File: src/rtl/sensor_cfg_map.svh
`ifndef SENSOR_CFG_MAP_SVH
`define SENSOR_CFG_MAP_SVH

// ==========================================================
// commands and register offsets
`define CMD_READ_REG      8'ha7
`define CMD_WRITE_REG     8'ha6
`define CMD_STOP_PERIODIC 8'h30
`define REG_RESOLUTION    8'h00
`define REG_PERIODIC      8'h02

// ==========================================================
// field positions
`define RES_TEMP_LSB      0
`define RES_HUM_LSB       2
`define PER_ENABLE_BIT    7
`define PER_RATE_LSB      4
`define PER_POLARITY_BIT  0

// ==========================================================
// reset values and bus figures
`define RESOLUTION_RESET  8'h0f
`define PERIODIC_RESET    8'h00
`define DEV_ADDR_DEFAULT  7'h54
`define BITS_PER_BYTE     4'h8

`endif

File: src/rtl/sensor_cfg_pkg.sv
package sensor_cfg_pkg;

    typedef enum logic [3:0] {
        ST_IDLE,
        ST_ADDR,
        ST_CMD,
        ST_REGAD,
        ST_WDATA,
        ST_ACK,
        ST_RDATA,
        ST_MACK,
        ST_SKIP
    } link_state_t;

endpackage

File: src/rtl/i2c_line_monitor.sv
`timescale 1ns/100ps
// ==========================================================
// edge and bus condition detector for the two bus lines
module i2c_line_monitor
(
    input  wire logic ref_clk,
    input  wire logic rst_n,
    input  wire logic scl_in,
    input  wire logic sda_in,
    output logic      scl_rise,
    output logic      scl_fall,
    output logic      bus_start,
    output logic      bus_stop,
    output logic      sda_lvl
);

    logic scl_prev_r;
    logic sda_prev_r;
    logic scl_rise_r;
    logic scl_fall_r;
    logic start_r;
    logic stop_r;
    logic sda_lvl_r;

    // lines idle high, so reset to high avoids a false edge
    always_ff @(posedge ref_clk)
    begin
        if (!rst_n)
        begin
            scl_prev_r <= 1'b1;
            sda_prev_r <= 1'b1;
            scl_rise_r <= 1'b0;
            scl_fall_r <= 1'b0;
            start_r    <= 1'b0;
            stop_r     <= 1'b0;
            sda_lvl_r  <= 1'b1;
        end
        else
        begin
            scl_prev_r <= scl_in;
            sda_prev_r <= sda_in;
            scl_rise_r <= scl_in & ~scl_prev_r;
            scl_fall_r <= ~scl_in & scl_prev_r;
            start_r    <= scl_in & scl_prev_r & sda_prev_r & ~sda_in;
            stop_r     <= scl_in & scl_prev_r & ~sda_prev_r & sda_in;
            sda_lvl_r  <= sda_in;
        end
    end

    assign scl_rise  = scl_rise_r;
    assign scl_fall  = scl_fall_r;
    assign bus_start = start_r;
    assign bus_stop  = stop_r;
    assign sda_lvl   = sda_lvl_r;

endmodule

File: src/rtl/sensor_config_register_access.sv
`timescale 1ns/100ps
`include "sensor_cfg_map.svh"
// ==========================================================
// configuration register access over the two-wire bus
module sensor_config_register_access
#(
    parameter logic [6:0] DEV_ADDR = `DEV_ADDR_DEFAULT
)
(
    input  wire logic       ref_clk,
    input  wire logic       rst_n,
    input  wire logic       scl_in,
    input  wire logic       sda_in,
    output logic            sda_out,
    output logic            sda_oe,
    output logic [1:0]      temp_res,
    output logic [1:0]      hum_res,
    output logic            periodic_en,
    output logic [1:0]      period_sel,
    output logic            alert_low
);

    logic scl_rise;
    logic scl_fall;
    logic bus_start;
    logic bus_stop;
    logic sda_lvl;

    i2c_line_monitor u_mon
    (
        .ref_clk   (ref_clk),
        .rst_n     (rst_n),
        .scl_in    (scl_in),
        .sda_in    (sda_in),
        .scl_rise  (scl_rise),
        .scl_fall  (scl_fall),
        .bus_start (bus_start),
        .bus_stop  (bus_stop),
        .sda_lvl   (sda_lvl)
    );

    sensor_cfg_pkg::link_state_t state_r;
    sensor_cfg_pkg::link_state_t state_nxt;
    sensor_cfg_pkg::link_state_t after_r;
    sensor_cfg_pkg::link_state_t after_nxt;
    logic [3:0] cnt_r;
    logic [3:0] cnt_nxt;
    logic [7:0] shift_r;
    logic [7:0] shift_nxt;
    logic [7:0] ptr_r;
    logic [7:0] ptr_nxt;
    logic       op_rd_r;
    logic       op_rd_nxt;
    logic       rd_pend_r;
    logic       rd_pend_nxt;
    logic       oe_r;
    logic       oe_nxt;
    logic [7:0] res_r;
    logic [7:0] res_nxt;
    logic [7:0] per_r;
    logic [7:0] per_nxt;
    logic       byte_in;
    logic [7:0] rd_val;

    // unmapped offsets read as zero
    function automatic logic [7:0] reg_read(input logic [7:0] addr,
                                            input logic [7:0] res,
                                            input logic [7:0] per);
        logic [7:0] v;
        v = 8'h00;
        if (addr == `REG_RESOLUTION)
            v = res;
        else if (addr == `REG_PERIODIC)
            v = per;
        return v;
    endfunction

    assign byte_in = scl_fall && (cnt_r == `BITS_PER_BYTE);
    assign rd_val  = reg_read(ptr_r, res_r, per_r);

    // ==========================================================
    // protocol engine
    always_comb
    begin
        state_nxt   = state_r;
        after_nxt   = after_r;
        cnt_nxt     = cnt_r;
        shift_nxt   = shift_r;
        ptr_nxt     = ptr_r;
        op_rd_nxt   = op_rd_r;
        rd_pend_nxt = rd_pend_r;
        oe_nxt      = oe_r;
        res_nxt     = res_r;
        per_nxt     = per_r;
        if (bus_start)
        begin
            state_nxt = sensor_cfg_pkg::ST_ADDR;
            cnt_nxt   = 4'h0;
            oe_nxt    = 1'b0;
        end
        else if (bus_stop)
        begin
            state_nxt = sensor_cfg_pkg::ST_IDLE;
            oe_nxt    = 1'b0;
        end
        else
        begin
            unique case (state_r)
                sensor_cfg_pkg::ST_IDLE,
                sensor_cfg_pkg::ST_SKIP:
                begin
                    oe_nxt = 1'b0;
                end
                sensor_cfg_pkg::ST_ADDR,
                sensor_cfg_pkg::ST_CMD,
                sensor_cfg_pkg::ST_REGAD,
                sensor_cfg_pkg::ST_WDATA:
                begin
                    if (scl_rise)
                    begin
                        cnt_nxt   = cnt_r + 4'h1;
                        shift_nxt = {shift_r[6:0], sda_lvl};
                    end
                    if (byte_in)
                    begin
                        cnt_nxt   = 4'h0;
                        state_nxt = sensor_cfg_pkg::ST_SKIP;
                        unique case (state_r)
                            sensor_cfg_pkg::ST_ADDR:
                            begin
                                if (shift_r[7:1] == DEV_ADDR && !shift_r[0])
                                begin
                                    oe_nxt    = 1'b1;
                                    state_nxt = sensor_cfg_pkg::ST_ACK;
                                    after_nxt = sensor_cfg_pkg::ST_CMD;
                                end
                                // a read while periodic is the fetch, not ours
                                else if (shift_r[7:1] == DEV_ADDR && rd_pend_r
                                         && !per_r[`PER_ENABLE_BIT])
                                begin
                                    oe_nxt    = 1'b1;
                                    state_nxt = sensor_cfg_pkg::ST_ACK;
                                    after_nxt = sensor_cfg_pkg::ST_RDATA;
                                end
                            end
                            sensor_cfg_pkg::ST_CMD:
                            begin
                                if (per_r[`PER_ENABLE_BIT])
                                begin
                                    if (shift_r == `CMD_STOP_PERIODIC)
                                    begin
                                        per_nxt[`PER_ENABLE_BIT] = 1'b0;
                                        oe_nxt    = 1'b1;
                                        state_nxt = sensor_cfg_pkg::ST_ACK;
                                        after_nxt = sensor_cfg_pkg::ST_SKIP;
                                    end
                                end
                                else if (shift_r == `CMD_READ_REG ||
                                         shift_r == `CMD_WRITE_REG)
                                begin
                                    op_rd_nxt   = (shift_r == `CMD_READ_REG);
                                    rd_pend_nxt = 1'b0;
                                    oe_nxt      = 1'b1;
                                    state_nxt   = sensor_cfg_pkg::ST_ACK;
                                    after_nxt   = sensor_cfg_pkg::ST_REGAD;
                                end
                            end
                            sensor_cfg_pkg::ST_REGAD:
                            begin
                                ptr_nxt     = shift_r;
                                rd_pend_nxt = op_rd_r;
                                oe_nxt      = 1'b1;
                                state_nxt   = sensor_cfg_pkg::ST_ACK;
                                after_nxt   = op_rd_r ? sensor_cfg_pkg::ST_SKIP
                                                      : sensor_cfg_pkg::ST_WDATA;
                            end
                            default:
                            begin
                                // unmapped offsets take the byte and drop it
                                if (ptr_r == `REG_RESOLUTION)
                                    res_nxt = shift_r;
                                else if (ptr_r == `REG_PERIODIC)
                                    per_nxt = shift_r;
                                oe_nxt    = 1'b1;
                                state_nxt = sensor_cfg_pkg::ST_ACK;
                                after_nxt = sensor_cfg_pkg::ST_SKIP;
                            end
                        endcase
                    end
                end
                sensor_cfg_pkg::ST_ACK:
                begin
                    if (scl_fall)
                    begin
                        oe_nxt    = 1'b0;
                        state_nxt = after_r;
                        if (after_r == sensor_cfg_pkg::ST_RDATA)
                        begin
                            shift_nxt   = rd_val;
                            oe_nxt      = ~rd_val[7];
                            cnt_nxt     = 4'h0;
                            rd_pend_nxt = 1'b0;
                        end
                    end
                end
                sensor_cfg_pkg::ST_RDATA:
                begin
                    if (scl_rise)
                        cnt_nxt = cnt_r + 4'h1;
                    if (byte_in)
                    begin
                        oe_nxt    = 1'b0;
                        state_nxt = sensor_cfg_pkg::ST_MACK;
                    end
                    else if (scl_fall)
                    begin
                        shift_nxt = {shift_r[6:0], 1'b0};
                        oe_nxt    = ~shift_r[6];
                    end
                end
                sensor_cfg_pkg::ST_MACK:
                begin
                    // only one byte is offered; either answer ends the read
                    if (scl_fall)
                        state_nxt = sensor_cfg_pkg::ST_SKIP;
                end
            endcase
        end
    end

    always_ff @(posedge ref_clk)
    begin
        if (!rst_n)
        begin
            state_r   <= sensor_cfg_pkg::ST_IDLE;
            after_r   <= sensor_cfg_pkg::ST_IDLE;
            cnt_r     <= 4'h0;
            shift_r   <= 8'h00;
            ptr_r     <= 8'h00;
            op_rd_r   <= 1'b0;
            rd_pend_r <= 1'b0;
            oe_r      <= 1'b0;
            res_r     <= `RESOLUTION_RESET;
            per_r     <= `PERIODIC_RESET;
        end
        else
        begin
            state_r   <= state_nxt;
            after_r   <= after_nxt;
            cnt_r     <= cnt_nxt;
            shift_r   <= shift_nxt;
            ptr_r     <= ptr_nxt;
            op_rd_r   <= op_rd_nxt;
            rd_pend_r <= rd_pend_nxt;
            oe_r      <= oe_nxt;
            res_r     <= res_nxt;
            per_r     <= per_nxt;
        end
    end

    // open drain: only ever pull low
    assign sda_out     = 1'b0;
    assign sda_oe      = oe_r;
    assign temp_res    = res_r[`RES_TEMP_LSB +: 2];
    assign hum_res     = res_r[`RES_HUM_LSB +: 2];
    assign periodic_en = per_r[`PER_ENABLE_BIT];
    assign period_sel  = per_r[`PER_RATE_LSB +: 2];
    assign alert_low   = per_r[`PER_POLARITY_BIT];

    // ==========================================================
    // checks
    chk_reset_defaults: assert property (@(posedge ref_clk) disable iff (!rst_n)
        $rose(rst_n) |-> res_r == `RESOLUTION_RESET && per_r == `PERIODIC_RESET && !oe_r)
        else $error("registers not at defaults after reset");
    chk_read_cmd_ack: assert property (@(posedge ref_clk) disable iff (!rst_n)
        state_r == sensor_cfg_pkg::ST_CMD && byte_in && shift_r == `CMD_READ_REG
        && !per_r[`PER_ENABLE_BIT] && !bus_start && !bus_stop
        |=> oe_r && op_rd_r && state_r == sensor_cfg_pkg::ST_ACK)
        else $error("read command not acknowledged");
    chk_write_cmd_ack: assert property (@(posedge ref_clk) disable iff (!rst_n)
        state_r == sensor_cfg_pkg::ST_CMD && byte_in && shift_r == `CMD_WRITE_REG
        && !per_r[`PER_ENABLE_BIT] && !bus_start && !bus_stop
        |=> oe_r && !op_rd_r)
        else $error("write command not acknowledged");
    chk_ptr_latch: assert property (@(posedge ref_clk) disable iff (!rst_n)
        state_r == sensor_cfg_pkg::ST_REGAD && byte_in && !bus_start && !bus_stop
        |=> ptr_r == $past(shift_r) && oe_r)
        else $error("register address not latched");
    chk_write_store: assert property (@(posedge ref_clk) disable iff (!rst_n)
        state_r == sensor_cfg_pkg::ST_WDATA && byte_in && ptr_r == `REG_RESOLUTION
        && !bus_start && !bus_stop
        |=> temp_res == $past(shift_r[1:0]) && hum_res == $past(shift_r[3:2]))
        else $error("resolution byte not stored");
    chk_periodic_fields: assert property (@(posedge ref_clk)
        disable iff (!rst_n) state_r == sensor_cfg_pkg::ST_WDATA && byte_in
        && ptr_r == `REG_PERIODIC && !bus_start && !bus_stop
        |=> periodic_en == $past(shift_r[7]) && period_sel == $past(shift_r[5:4])
            && alert_low == $past(shift_r[0]))
        else $error("periodic fields not stored");
    chk_periodic_gate: assert property (@(posedge ref_clk) disable iff (!rst_n)
        state_r == sensor_cfg_pkg::ST_CMD && byte_in && per_r[`PER_ENABLE_BIT]
        && shift_r != `CMD_STOP_PERIODIC
        |=> !oe_r ##1 per_r[`PER_ENABLE_BIT])
        else $error("command accepted while periodic");
    chk_stop_cmd: assert property (@(posedge ref_clk) disable iff (!rst_n)
        state_r == sensor_cfg_pkg::ST_CMD && byte_in && per_r[`PER_ENABLE_BIT]
        && shift_r == `CMD_STOP_PERIODIC && !bus_start && !bus_stop
        |=> !periodic_en && oe_r)
        else $error("stop command not obeyed");
    chk_read_drive: assert property (@(posedge ref_clk) disable iff (!rst_n)
        state_r == sensor_cfg_pkg::ST_ACK && after_r == sensor_cfg_pkg::ST_RDATA
        && scl_fall && !bus_start && !bus_stop
        |=> state_r == sensor_cfg_pkg::ST_RDATA && shift_r == $past(rd_val)
            && oe_r == !$past(rd_val[7]))
        else $error("read data not loaded");
    chk_ack_hold: assert property (@(posedge ref_clk) disable iff (!rst_n)
        state_r == sensor_cfg_pkg::ST_ACK && oe_r && !scl_fall && !bus_start && !bus_stop
        |=> oe_r)
        else $error("acknowledge released early");

endmodule

File: config.mk
export PLATFORM = sky130hd
export DESIGN_NAME = sensor_config_register_access
export DESIGN_NICKNAME = d
export VERILOG_FILES = /design/src/rtl/sensor_cfg_pkg.sv /design/src/rtl/i2c_line_monitor.sv /design/src/rtl/sensor_config_register_access.sv
export VERILOG_INCLUDE_DIRS = /design/src /design/src/rtl
export SDC_FILE = /design/constraint.sdc
export NUM_CORES = 1
export LEC_CHECK = 0
export BUFFER_PORTS_ARGS = -buffer_cell sky130_fd_sc_hd__buf_2
export CAP_MARGIN = 20
export CORE_MARGIN = 2
export CORE_UTILIZATION = 30
export DETAILED_ROUTE_END_ITERATION = 16
export PLACE_DENSITY_LB_ADDON = 0.3
export SLEW_MARGIN = 20
export SYNTH_ARGS = -nofsm -noshare
export SYNTH_HDL_FRONTEND = slang
export SYNTH_SLANG_ARGS = --single-unit
File: constraint.sdc
create_clock -name ref_clk -period 2.9 [get_ports ref_clk]
set_clock_uncertainty 0.1 [all_clocks]
set_input_delay 0.145 -clock ref_clk [delete_from_list [all_inputs] [get_ports ref_clk]]
set_output_delay 0.145 -clock ref_clk [all_outputs]
set_load 0.005 [all_outputs]
# Word level (Yosys, flattened, before mapping)
# Cells that the tools add are included.
[totals]
ff_bits = 53
inputBits = 4
out_inout_bits = 10
wordCells = 167
[op_classes]
n_addsub = 1
eq_ne = 38
n_mux = 57
bitwise = 20
reduce_logical = 33
[ops]
columns = ["operator", "n"]
rows = [
  ["two-way mux 4 bit", 19],
  ["two-way mux 8 bit", 9],
  ["AND reduction 7 bit", 5],
  ["case mux 4 bit (3 select lines)", 2],
  ["case mux 8 bit (3 select lines)", 1],
  ["== test 4 x 3 -> 1 bit, second input constant", 5],
  ["two-way mux 1 bit", 19],
  ["inequality test 3 bit, second input constant", 6],
  ["== test 8 bit, second input constant", 2],
  ["case mux 4 bit (4 select lines)", 1],
  ["AND reduction 5 bit", 3],
  ["inverter 1 bit", 13],
  ["inequality test 4 bit, second input constant", 3],
  ["inequality test 2 x 1 -> 1 bit, second input constant", 5],
  ["AND reduction 9 bit", 1],
  ["== test 4 x 2 -> 1 bit, second input constant", 2],
  ["== test 4 bit, second input constant", 2],
  ["== test 8 x 2 -> 1 bit, second input constant", 1],
  ["== test 8 x 6 -> 1 bit, second input constant", 1],
  ["logical NOT 8 bit", 1],
  ["inequality test 2 bit, second input constant", 4],
  ["inequality test 4 x 1 -> 1 bit, second input constant", 2],
  ["inequality test 4 x 2 -> 1 bit, second input constant", 2],
  ["case mux 1 bit (2 select lines)", 4],
  ["other kinds (21)", 36],
]

# Depth between registers and ports, before layout
# Gate-level depths: netlist of run 1.
[depth]
depth_word = 10
ltp_mapped = 8
mapped_depth_nobuf = 7

# Modules after synthesis
# Synthesis of run 1 repeated with hierarchy kept, for this count alone.
[hier_totals]
cells_unflattened = 332
hier_area_um2 = 2900.3
[modules_own_cells]
columns = ["mod", "n_inst", "cells_per_inst", "area_each_um2", "seq_area_each_um2"]
rows = [
  ["sensor_config_register_access", 1, 318, 2717.6, 940.9],
  ["i2c_line_monitor", 1, 14, 182.7, 120.1],
]

# Worst setup path before layout of run 1
# OpenSTA, ideal clock, no wires.
[synth_path]
kind = "flip-flop to flip-flop"
from = "register cnt_r[0]"
to = "register res_r[0]"
setup_ns = 0.130
arrival_time_ns = 1.982
required_time_ns = 2.670
slack_ns = 0.688
path_stages_with_launch = 9
n_path_buf = 1
synth_period_minus_slack_ns = 2.212
path_cell_list = "dfxtp_1 > inv_1 > ha_1 > nand4b_1 > or4_4 > a2111o_1 > buf_2 > mux2i_1 > nand2_1"
[synth_via]
elab_chain_cells = 3
[synth_rtl]
columns = ["element", "line_no", "text"]
rows = [
  ["start, declared", "sensor_config_register_access.sv:46", "logic [3:0] cnt_r;"],
  ["start signal, assigned", "sensor_config_register_access.sv:250", "cnt_r <= cnt_nxt;"],
  ["== test 4 bit (no line)", "--", ""],
  ["logical AND 1 bit", "sensor_config_register_access.sv:78", "assign byte_in = scl_fall && (cnt_r == `BITS_PER_BYTE);"],
  ["AND reduction 6 bit (no line)", "--", ""],
  ["end signal, assigned", "sensor_config_register_access.sv:243", "res_r <= `RESOLUTION_RESET;"],
  ["end signal, assigned", "sensor_config_register_access.sv:256", "res_r <= res_nxt;"],
  ["end, declared", "sensor_config_register_access.sv:58", "logic [7:0] res_r;"],
]
# No other way between the ends.
# A chain may end at the register's enable or synchronous reset.

# Final worst setup path of run 1
[layout_path]
from = "register cnt_r[0]"
to = "register res_r[1]"
# Same word-level chain as after synthesis.

==> flow_metrics.py, run 1 <==
metrics = {
    "min_path": {
        "hold_path_class": "primary input to flip-flop",
        "whs_path_depth": 3,
    },
    "drt": {
        "drcViolationCount": 0,
        "avgViaCountPerCell": 5.41,
        "m1WireLength_um": 3360,
        "ant_nets": 0,
        "vias": 2306,
        "met3WireLength_um": 227,
        "top_layer": "met4",
        "first_pass_iters": 4,
        "totalWireLength_um": 6900,
        "drt_iter0_drc": 107,
        "routed-wl-met2_um": 3210,
        "wl_per_cell_um": 16.2,
    },
    "power": {
        "leakage_nw": 1.26,
        "power.density_mw_per_mm2": 415,
        "peakVddDrop_v": 0.000163,
    },
    "setup_path": {
        "timing.reg2reg.setup_slack_ns": 0.48,
        "rr_worst_depth": 7,
        "worstSetupPathType": "flip-flop to flip-flop",
        "r2r-end": "res_r[1]$_SDFFE_PN1P_",
        "required_ns": 3.00,
        "critPathLaunchType": "flip-flop",
        "crit_path_end": "res_r[1]$_SDFFE_PN1P_",
        "end_kind": "flip-flop",
        "r2r_start": "cnt_r[0]$_SDFFE_PP0P_",
        "arrival_ns": 2.52,
        "critPathLaunch": "cnt_r[0]$_SDFFE_PP0P_",
        "crit_fanout": 9,
    },
    "synthesis": {
        "yosysWarnings": 0,
        "synth_area_mm2": 0.00283,
        "syn_inst": 308,
        "yosysSeqAreaShare_pct": 37.5,
        "syn_nets": 314,
        "synth_top_area_share_pct": 37.5,
        "synthTopCellsByArea": "dfxtp_1 (38%), mux2i_1 (13%), nor2b_1 (4.6%)",
        "synth-main-ff-cell": "dfxtp_1",
        "synth_top_area_cell": "dfxtp_1",
        "async_reset_ff_share_pct": 0,
        "synth.distinct_cells": 59,
        "syn_avg_cell_area_um2": 9.18,
        "synth_edf_count": 0,
        "ys_ff_latch": 53,
    },
    "clock_tree": {
        "cts_tree": "done",
        "clk_pin_slew_worst_paths_ns": 0.10,
        "cts.sinks": 53,
        "clk_path_buf_depth": 2,
        "cts_resized": 0,
        "cts_buffers": 5,
        "clock_latency_ns": 0.32,
        "cts_root_buffer": "clkbuf_8",
        "htree_levels": 2,
    },
    "sta": {
        "relSlewSlack_pct": 55.2,
        "fin_tns_setup_ns": 0,
        "min_period_ns": 2.42,
        "post-route-period-util_pct": 83.3,
        "hold_viol_final": 0,
        "fmax_mhz": 414,
        "tightest_slew_ns": 0.671,
        "finalSetupViolCount": 0,
        "drv_slew": 0,
        "rsz0062_at_grt": "no",
    },
    "floorplanning": {
        "rows": 35,
        "start_util_pct": 30.8,
        "die_width_um": 101,
        "die_h_um": 101,
        "ios": 14,
        "die-area_mm2": 0.0102,
        "core_area_mm2": 0.00920,
    },
    "layout": {
        "nNetsFinal": 320,
        "antenna_cells": 0,
        "fin_cells": 426,
        "final_util_pct": 33.7,
        "layout-drive-gt1-share_pct": 14.6,
        "num-fill-cells": 965,
        "area_delta_synth_final_pct": 9.51,
    },
    "run_status": {
        "outcome": "completed",
    },
    "global_routing": {
        "antenna_found_initial": 0,
        "grt_start_max_net_pins": 49,
        "grt_pass1_vias": 2299,
        "grt_pass1_wl_um": 11800,
        "grt_overflow": 0,
        "grtUsageTotal_pct": 14.6,
    },
    "flow_run": {
        "max_cap_viol_count": 0,
    },
    "place": {
        "placedCellCount": 416,
        "io_buffer_count": 12,
        "gp_congestion": 0.862,
        "dp_hpwl_um": 4750,
    },
}
-- worst max-delay path, cell delays in order, from the launching register on --
cell	delay [ns]
dfxtp_1	0.33
inv_1	0.09
ha_1	0.17
nand4b_1	0.22
or4_4	0.63
a2111o_1	0.50
mux2i_1	0.21
nand2_1	0.06
-- worst min path at each step --
| stage | start | endpoint |
|---|---|---|
| after floorplan | sda_in | u_mon.bus_start$_SDFF_PN0_ |
| after global placement | sda_in | u_mon.bus_start$_SDFF_PN0_ |
| after detailed placement | sda_in | u_mon.bus_start$_SDFF_PN0_ |
| after CTS | rst_n | state_r[2]$_SDFFE_PP0P_ |
| after global routing | rst_n | sda_oe$_SDFFE_PP0P_ |
| final | rst_n | state_r[2]$_SDFFE_PP0P_ |
-- state kept, by name, summed over array words and instances (netlist names) --
name and cells:
per_r 8, ptr_r 8, res_r 8, shift_r 8, after_r 4, cnt_r 4
state_r 4, op_rd_r 1, rd_pend_r 1, sda_oe 1, u_mon.bus_start 1, u_mon.bus_stop 1
u_mon.scl_fall 1, u_mon.scl_prev_r 1, u_mon.scl_rise 1, u_mon.sda_prev_r 1
-- metrics by stage --
step / instance area (µm²) / hold WS [ns] / total power [mW] / setup WS, ns
3_5_place_dp: 2980 / 0.239 / 0.839 / 0.466
4_1_cts: 3100 / 0.156 / 1.30 / 0.468
5_1_grt: 3100 / 0.189 / 1.34 / 0.292
6_report: 3100 / 0.167 / 1.29 / 0.485
3_3_place_gp: 2980 / 0.239 / 0.838 / 0.496
2_1_floorplan: 2830 / 0.121 / 0.819 / 0.688
-- cell usage in the layout (no fill, tap or decap), types with 6 or more instances in the layout --
master / synthesis / final
nand2_1: 26 / 26
nand4_1: 6 / 6
mux2i_1: 37 / 37
buf_4: 10 / 13
clkbuf_8: 0 / 6
o211ai_1: 10 / 10
nand3_1: 9 / 9
nor2b_1: 21 / 21
buf_2: 4 / 12
o211a_1: 9 / 9
dfxtp_1: 53 / 53
nor2_1: 16 / 16
nor3_1: 6 / 6
a21oi_1: 6 / 6
inv_1: 7 / 7
-- metal layers --
metal | vias to the layer above | track usage [%]
met1 | 1128 | 19.9
met3 | 8 | 2.50
met4 | 0 | 5.82
met5 | - | 0
li1 | 1130 | -
met2 | 40 | 22.9
-- area by class of cell --
| class | instances | area (µm²) | share of cell area (%) |
|---|---|---|---|
| inverters | 7 | 26.3 | 0.848 |
| repair buffers | 27 | 178 | 5.74 |
| multi-input cells | 220 | 1590 | 51.5 |
| flip-flops and latches | 53 | 1060 | 34.2 |
| clock buffers | 6 | 82.6 | 2.67 |
| clock inverters | 2 | 17.5 | 0.565 |
| well taps | 111 | 139 | 4.48 |
-- repair_timing --
item	4_1_cts	5_1_grt
endpoints found under the setup margin	0	0
hold buffers	2	0
endpoints found under the hold margin	4	0
setup buffers	0	0
-- kinds of logic (layout without fill, tap and decap cells) --
family                   after synthesis  count (layout)  share of synthesized area, %
flip-flops                            53              53                          37.5
AO/OA/AOI/OAI                         55              55                          16.0
multiplexers                          37              37                          13.1
buffers and inverters                 35              42                          6.15
other                                  1               1                         0.133
adder cells (fa/ha/maj)                2               2                         0.884
AND/OR/NAND/NOR                      121             121                          25.0
XOR/XNOR                               4               4                          1.24
-- power breakdown --
group | internal (mW) | total (mW) | switching, mW
combinational | 0.0323 | 0.0688 | 0.0365
clock | 0.199 | 0.461 | 0.263
sequential | 0.737 | 0.755 | 0.0184
total | 0.968 | 1.29 | 0.317
-- cell usage after synthesis, types with 2 or more instances --
library cell  count
o221a_2           4
o211ai_1         10
nand3_1           9
nand4_1           6
dfxtp_1          53
or3_1             3
o211a_1           9
nand2_1          26
xnor2_1           2
ha_1              2
and3_1            2
nor4bb_1          3
clkbuf_1         13
a21oi_1           6
nand4b_1          3
nor3_1            6
o22ai_1           2
a311oi_1          2
o21ai_0           5
or2_2             3
xor2_1            2
nor4_1            2
nor2b_1          21
o221ai_1          2
nand2b_1          5
nor2_1           16
nor3b_1           5
buf_2             4
inv_1             7
buf_4            10
mux2i_1          37
Power figures use the tool's default switching activity.
==> inputs of run 2 (changes only) <==
==> constraint.sdc (replaced) <==
create_clock -name ref_clk -period 2.1 [get_ports ref_clk]
set_clock_uncertainty 0.1 [all_clocks]
set_input_delay 0.105 -clock ref_clk [delete_from_list [all_inputs] [get_ports ref_clk]]
set_output_delay 0.105 -clock ref_clk [all_outputs]
set_load 0.005 [all_outputs]
==> run 2 against run 1 <==
  * The run now ends with negative setup slack left
  * Sequential share of layout area down 4.5 points
  * Routed wire length grew 8.2%
  * Die area stayed put
  * Clock-buffer cell count down 1
  * Clock power is 54% higher
  * Register-to-register slack worse by 0.54 ns
  * Non-clock buffer count up 43
  * Worst hold slack lost 0.046 ns
  * Final area is 16% higher
  * Maximum frequency increased by 12%
  * Critical endpoint is now res_r[0]$_SDFFE_PN1P_
  * Largest cell class unchanged
  * Largest power group unchanged
==> flow_metrics.py, run 2 (same netlist as run 1, synthesis figures left out) <==
metrics = {
    "run_status": {
        "outcome": "finished with violations",
        "failed_checks": "negative setup slack",
    },
    "drt": {
        "first_pass_iters": 4,
        "avgViaCountPerCell": 5.26,
        "drcViolationCount": 0,
        "totalWireLength_um": 7470,
        "vias": 2461,
        "wl_per_cell_um": 16.0,
        "drt_iter0_drc": 116,
        "ant_nets": 0,
    },
    "min_path": {
        "hold_path_class": "primary input to flip-flop",
        "hold_end": "sda_oe$_SDFFE_PP0P_",
        "min_from": "rst_n",
        "whs_path_depth": 3,
    },
    "global_routing": {
        "grt_util_met1_pct": 19.5,
        "grt_pass1_wl_um": 12000,
        "grt_overflow": 0,
        "grt_pass1_vias": 2378,
        "grtUsageTotal_pct": 15.0,
        "antenna_found_initial": 0,
        "grt_start_max_net_pins": 49,
        "use_met3_pct": 2.70,
        "use_met2_pct": 25.3,
        "grt_busiest_layer": "met2",
    },
    "clock_tree": {
        "htree_levels": 2,
        "cts_root_buffer": "clkbuf_8",
        "cts_tree": "done",
        "clock_latency_ns": 0.32,
        "clk_pin_slew_worst_paths_ns": 0.10,
        "clk_path_buf_depth": 2,
        "cts_buffers": 5,
        "cts.sinks": 53,
    },
    "place": {
        "dpl_cell_area_mm2": 0.00329,
        "dp_hpwl_um": 5070,
        "gp_congestion": 0.888,
        "io_buffer_count": 12,
        "placedCellCount": 452,
    },
    "power": {
        "peakVddDrop_v": 0.000301,
        "fin_total_pwr_mw": 1.89,
        "leakage_nw": 1.52,
        "power.density_mw_per_mm2": 525,
    },
    "floorplanning": {
        "ios": 14,
        "die_h_um": 101,
        "rows": 35,
        "die_width_um": 101,
        "start_util_pct": 30.8,
        "core_area_mm2": 0.00920,
        "die-area_mm2": 0.0102,
    },
    "sta": {
        "drv_slew": 0,
        "post-route-period-util_pct": 102,
        "holdWs_ns": 0.121,
        "min_period_ns": 2.15,
        "rsz0062_at_grt": "yes",
        "finalWorstSetupSlack_ns": -0.0506,
        "hold_viol_final": 0,
        "finalSetupViolCount": 8,
        "fmax_mhz": 465,
    },
    "setup_path": {
        "r2r-end": "res_r[0]$_SDFFE_PN1P_",
        "worstSetupPathType": "flip-flop to flip-flop",
        "arrival_ns": 2.25,
        "rr_worst_depth": 7,
        "r2r_start": "state_r[0]$_SDFFE_PN0P_",
        "timing.reg2reg.setup_slack_ns": -0.05,
        "end_kind": "flip-flop",
        "required_ns": 2.19,
        "critPathLaunchType": "flip-flop",
        "crit_fanout": 5,
    },
    "flow_run": {
        "max_cap_viol_count": 0,
    },
    "layout": {
        "area_delta_synth_final_pct": 27.0,
        "layout_common_cells": "dfxtp_1 (48), buf_4 (47), mux2i_1 (36)",
        "layout-drive-gt1-share_pct": 29.1,
        "nNetsFinal": 363,
        "antenna_cells": 0,
        "num-fill-cells": 941,
        "fin_cells": 468,
        "design_area_mm2": 0.00359,
        "final_common_cell": "dfxtp_1",
    },
}
[run 2: cell types whose count changed in the layout (fill, tap and decap cells not counted), sizes merged]
cell and change:
clkinv -1, dlygate4sd3 +1, buf +41, bufinv +1
[run 2: per-stage QoR]
stage               utilization, %  setup WS [ns]  TNS [ns]
global placement              35.8        -0.0901    -0.792
global route                  39.1         -0.154     -1.81
detailed placement            35.8         -0.108     -1.13
floorplan                        -        -0.0293    -0.308
CTS                           37.8        -0.0451    -0.167
finish                        39.1        -0.0506    -0.258
[run 2: worst max-delay path by stage]
stage | from | endpoint | cells past startpoint
2_1_floorplan | u_mon.bus_stop$_SDFF_PN0_ | res_r[0]$_SDFFE_PN1P_ | 6
3_3_place_gp | state_r[3]$_SDFFE_PP0P_ | res_r[2]$_SDFFE_PN1P_ | 6
3_5_place_dp | state_r[3]$_SDFFE_PP0P_ | res_r[0]$_SDFFE_PN1P_ | 6
4_1_cts | state_r[1]$_SDFFE_PP0P_ | res_r[0]$_SDFFE_PN1P_ | 7
5_1_grt | state_r[0]$_SDFFE_PN0P_ | shift_r[7]$_SDFFE_PN0P_ | 6
6_report | state_r[0]$_SDFFE_PN0P_ | res_r[0]$_SDFFE_PN1P_ | 7
[run 2: report_power, final]
part           switching (mW)  internal (mW)
clock network           0.358          0.354
logic                  0.0746         0.0704
registers              0.0129           1.02
total                   0.446           1.44
[run 2: critical path, stage by stage, from the launching register on]
cell      delay (ns)
dfxtp_1         0.35
buf_4           0.15
o21a_1          0.18
or4_4           0.55
a2111o_1        0.35
buf_6           0.15
mux2i_1         0.14
nand2_1         0.06
[run 2: metal layers]
layer / routed length (µm) / up-vias
li1: - / 1216
met1: 3410 / 1191
met2: 3690 / 47
met3: 267 / 7
met4: 99 / 0
met5: 0 / -
[run 2: layout make-up]
type	count	area (µm²)	area share [%]
clock inverter	2	38.8	1.08
clock buffer	5	68.8	1.92
tap	111	139	3.87
timing repair buffer	70	558	15.5
multi-input combinational	220	1690	47.1
sequential	53	1070	29.8
inverter	7	26.3	0.731
[run 2: repair_timing]
action                     in CTS  in global routing
cloned                          1                  1
pin swaps                       3                  1
setup endpoints to repair      31                 40
setup buffers                   1                  3
gates resized for setup         9                 15
hold buffers                    3                  0
hold endpoints to repair        6                  0
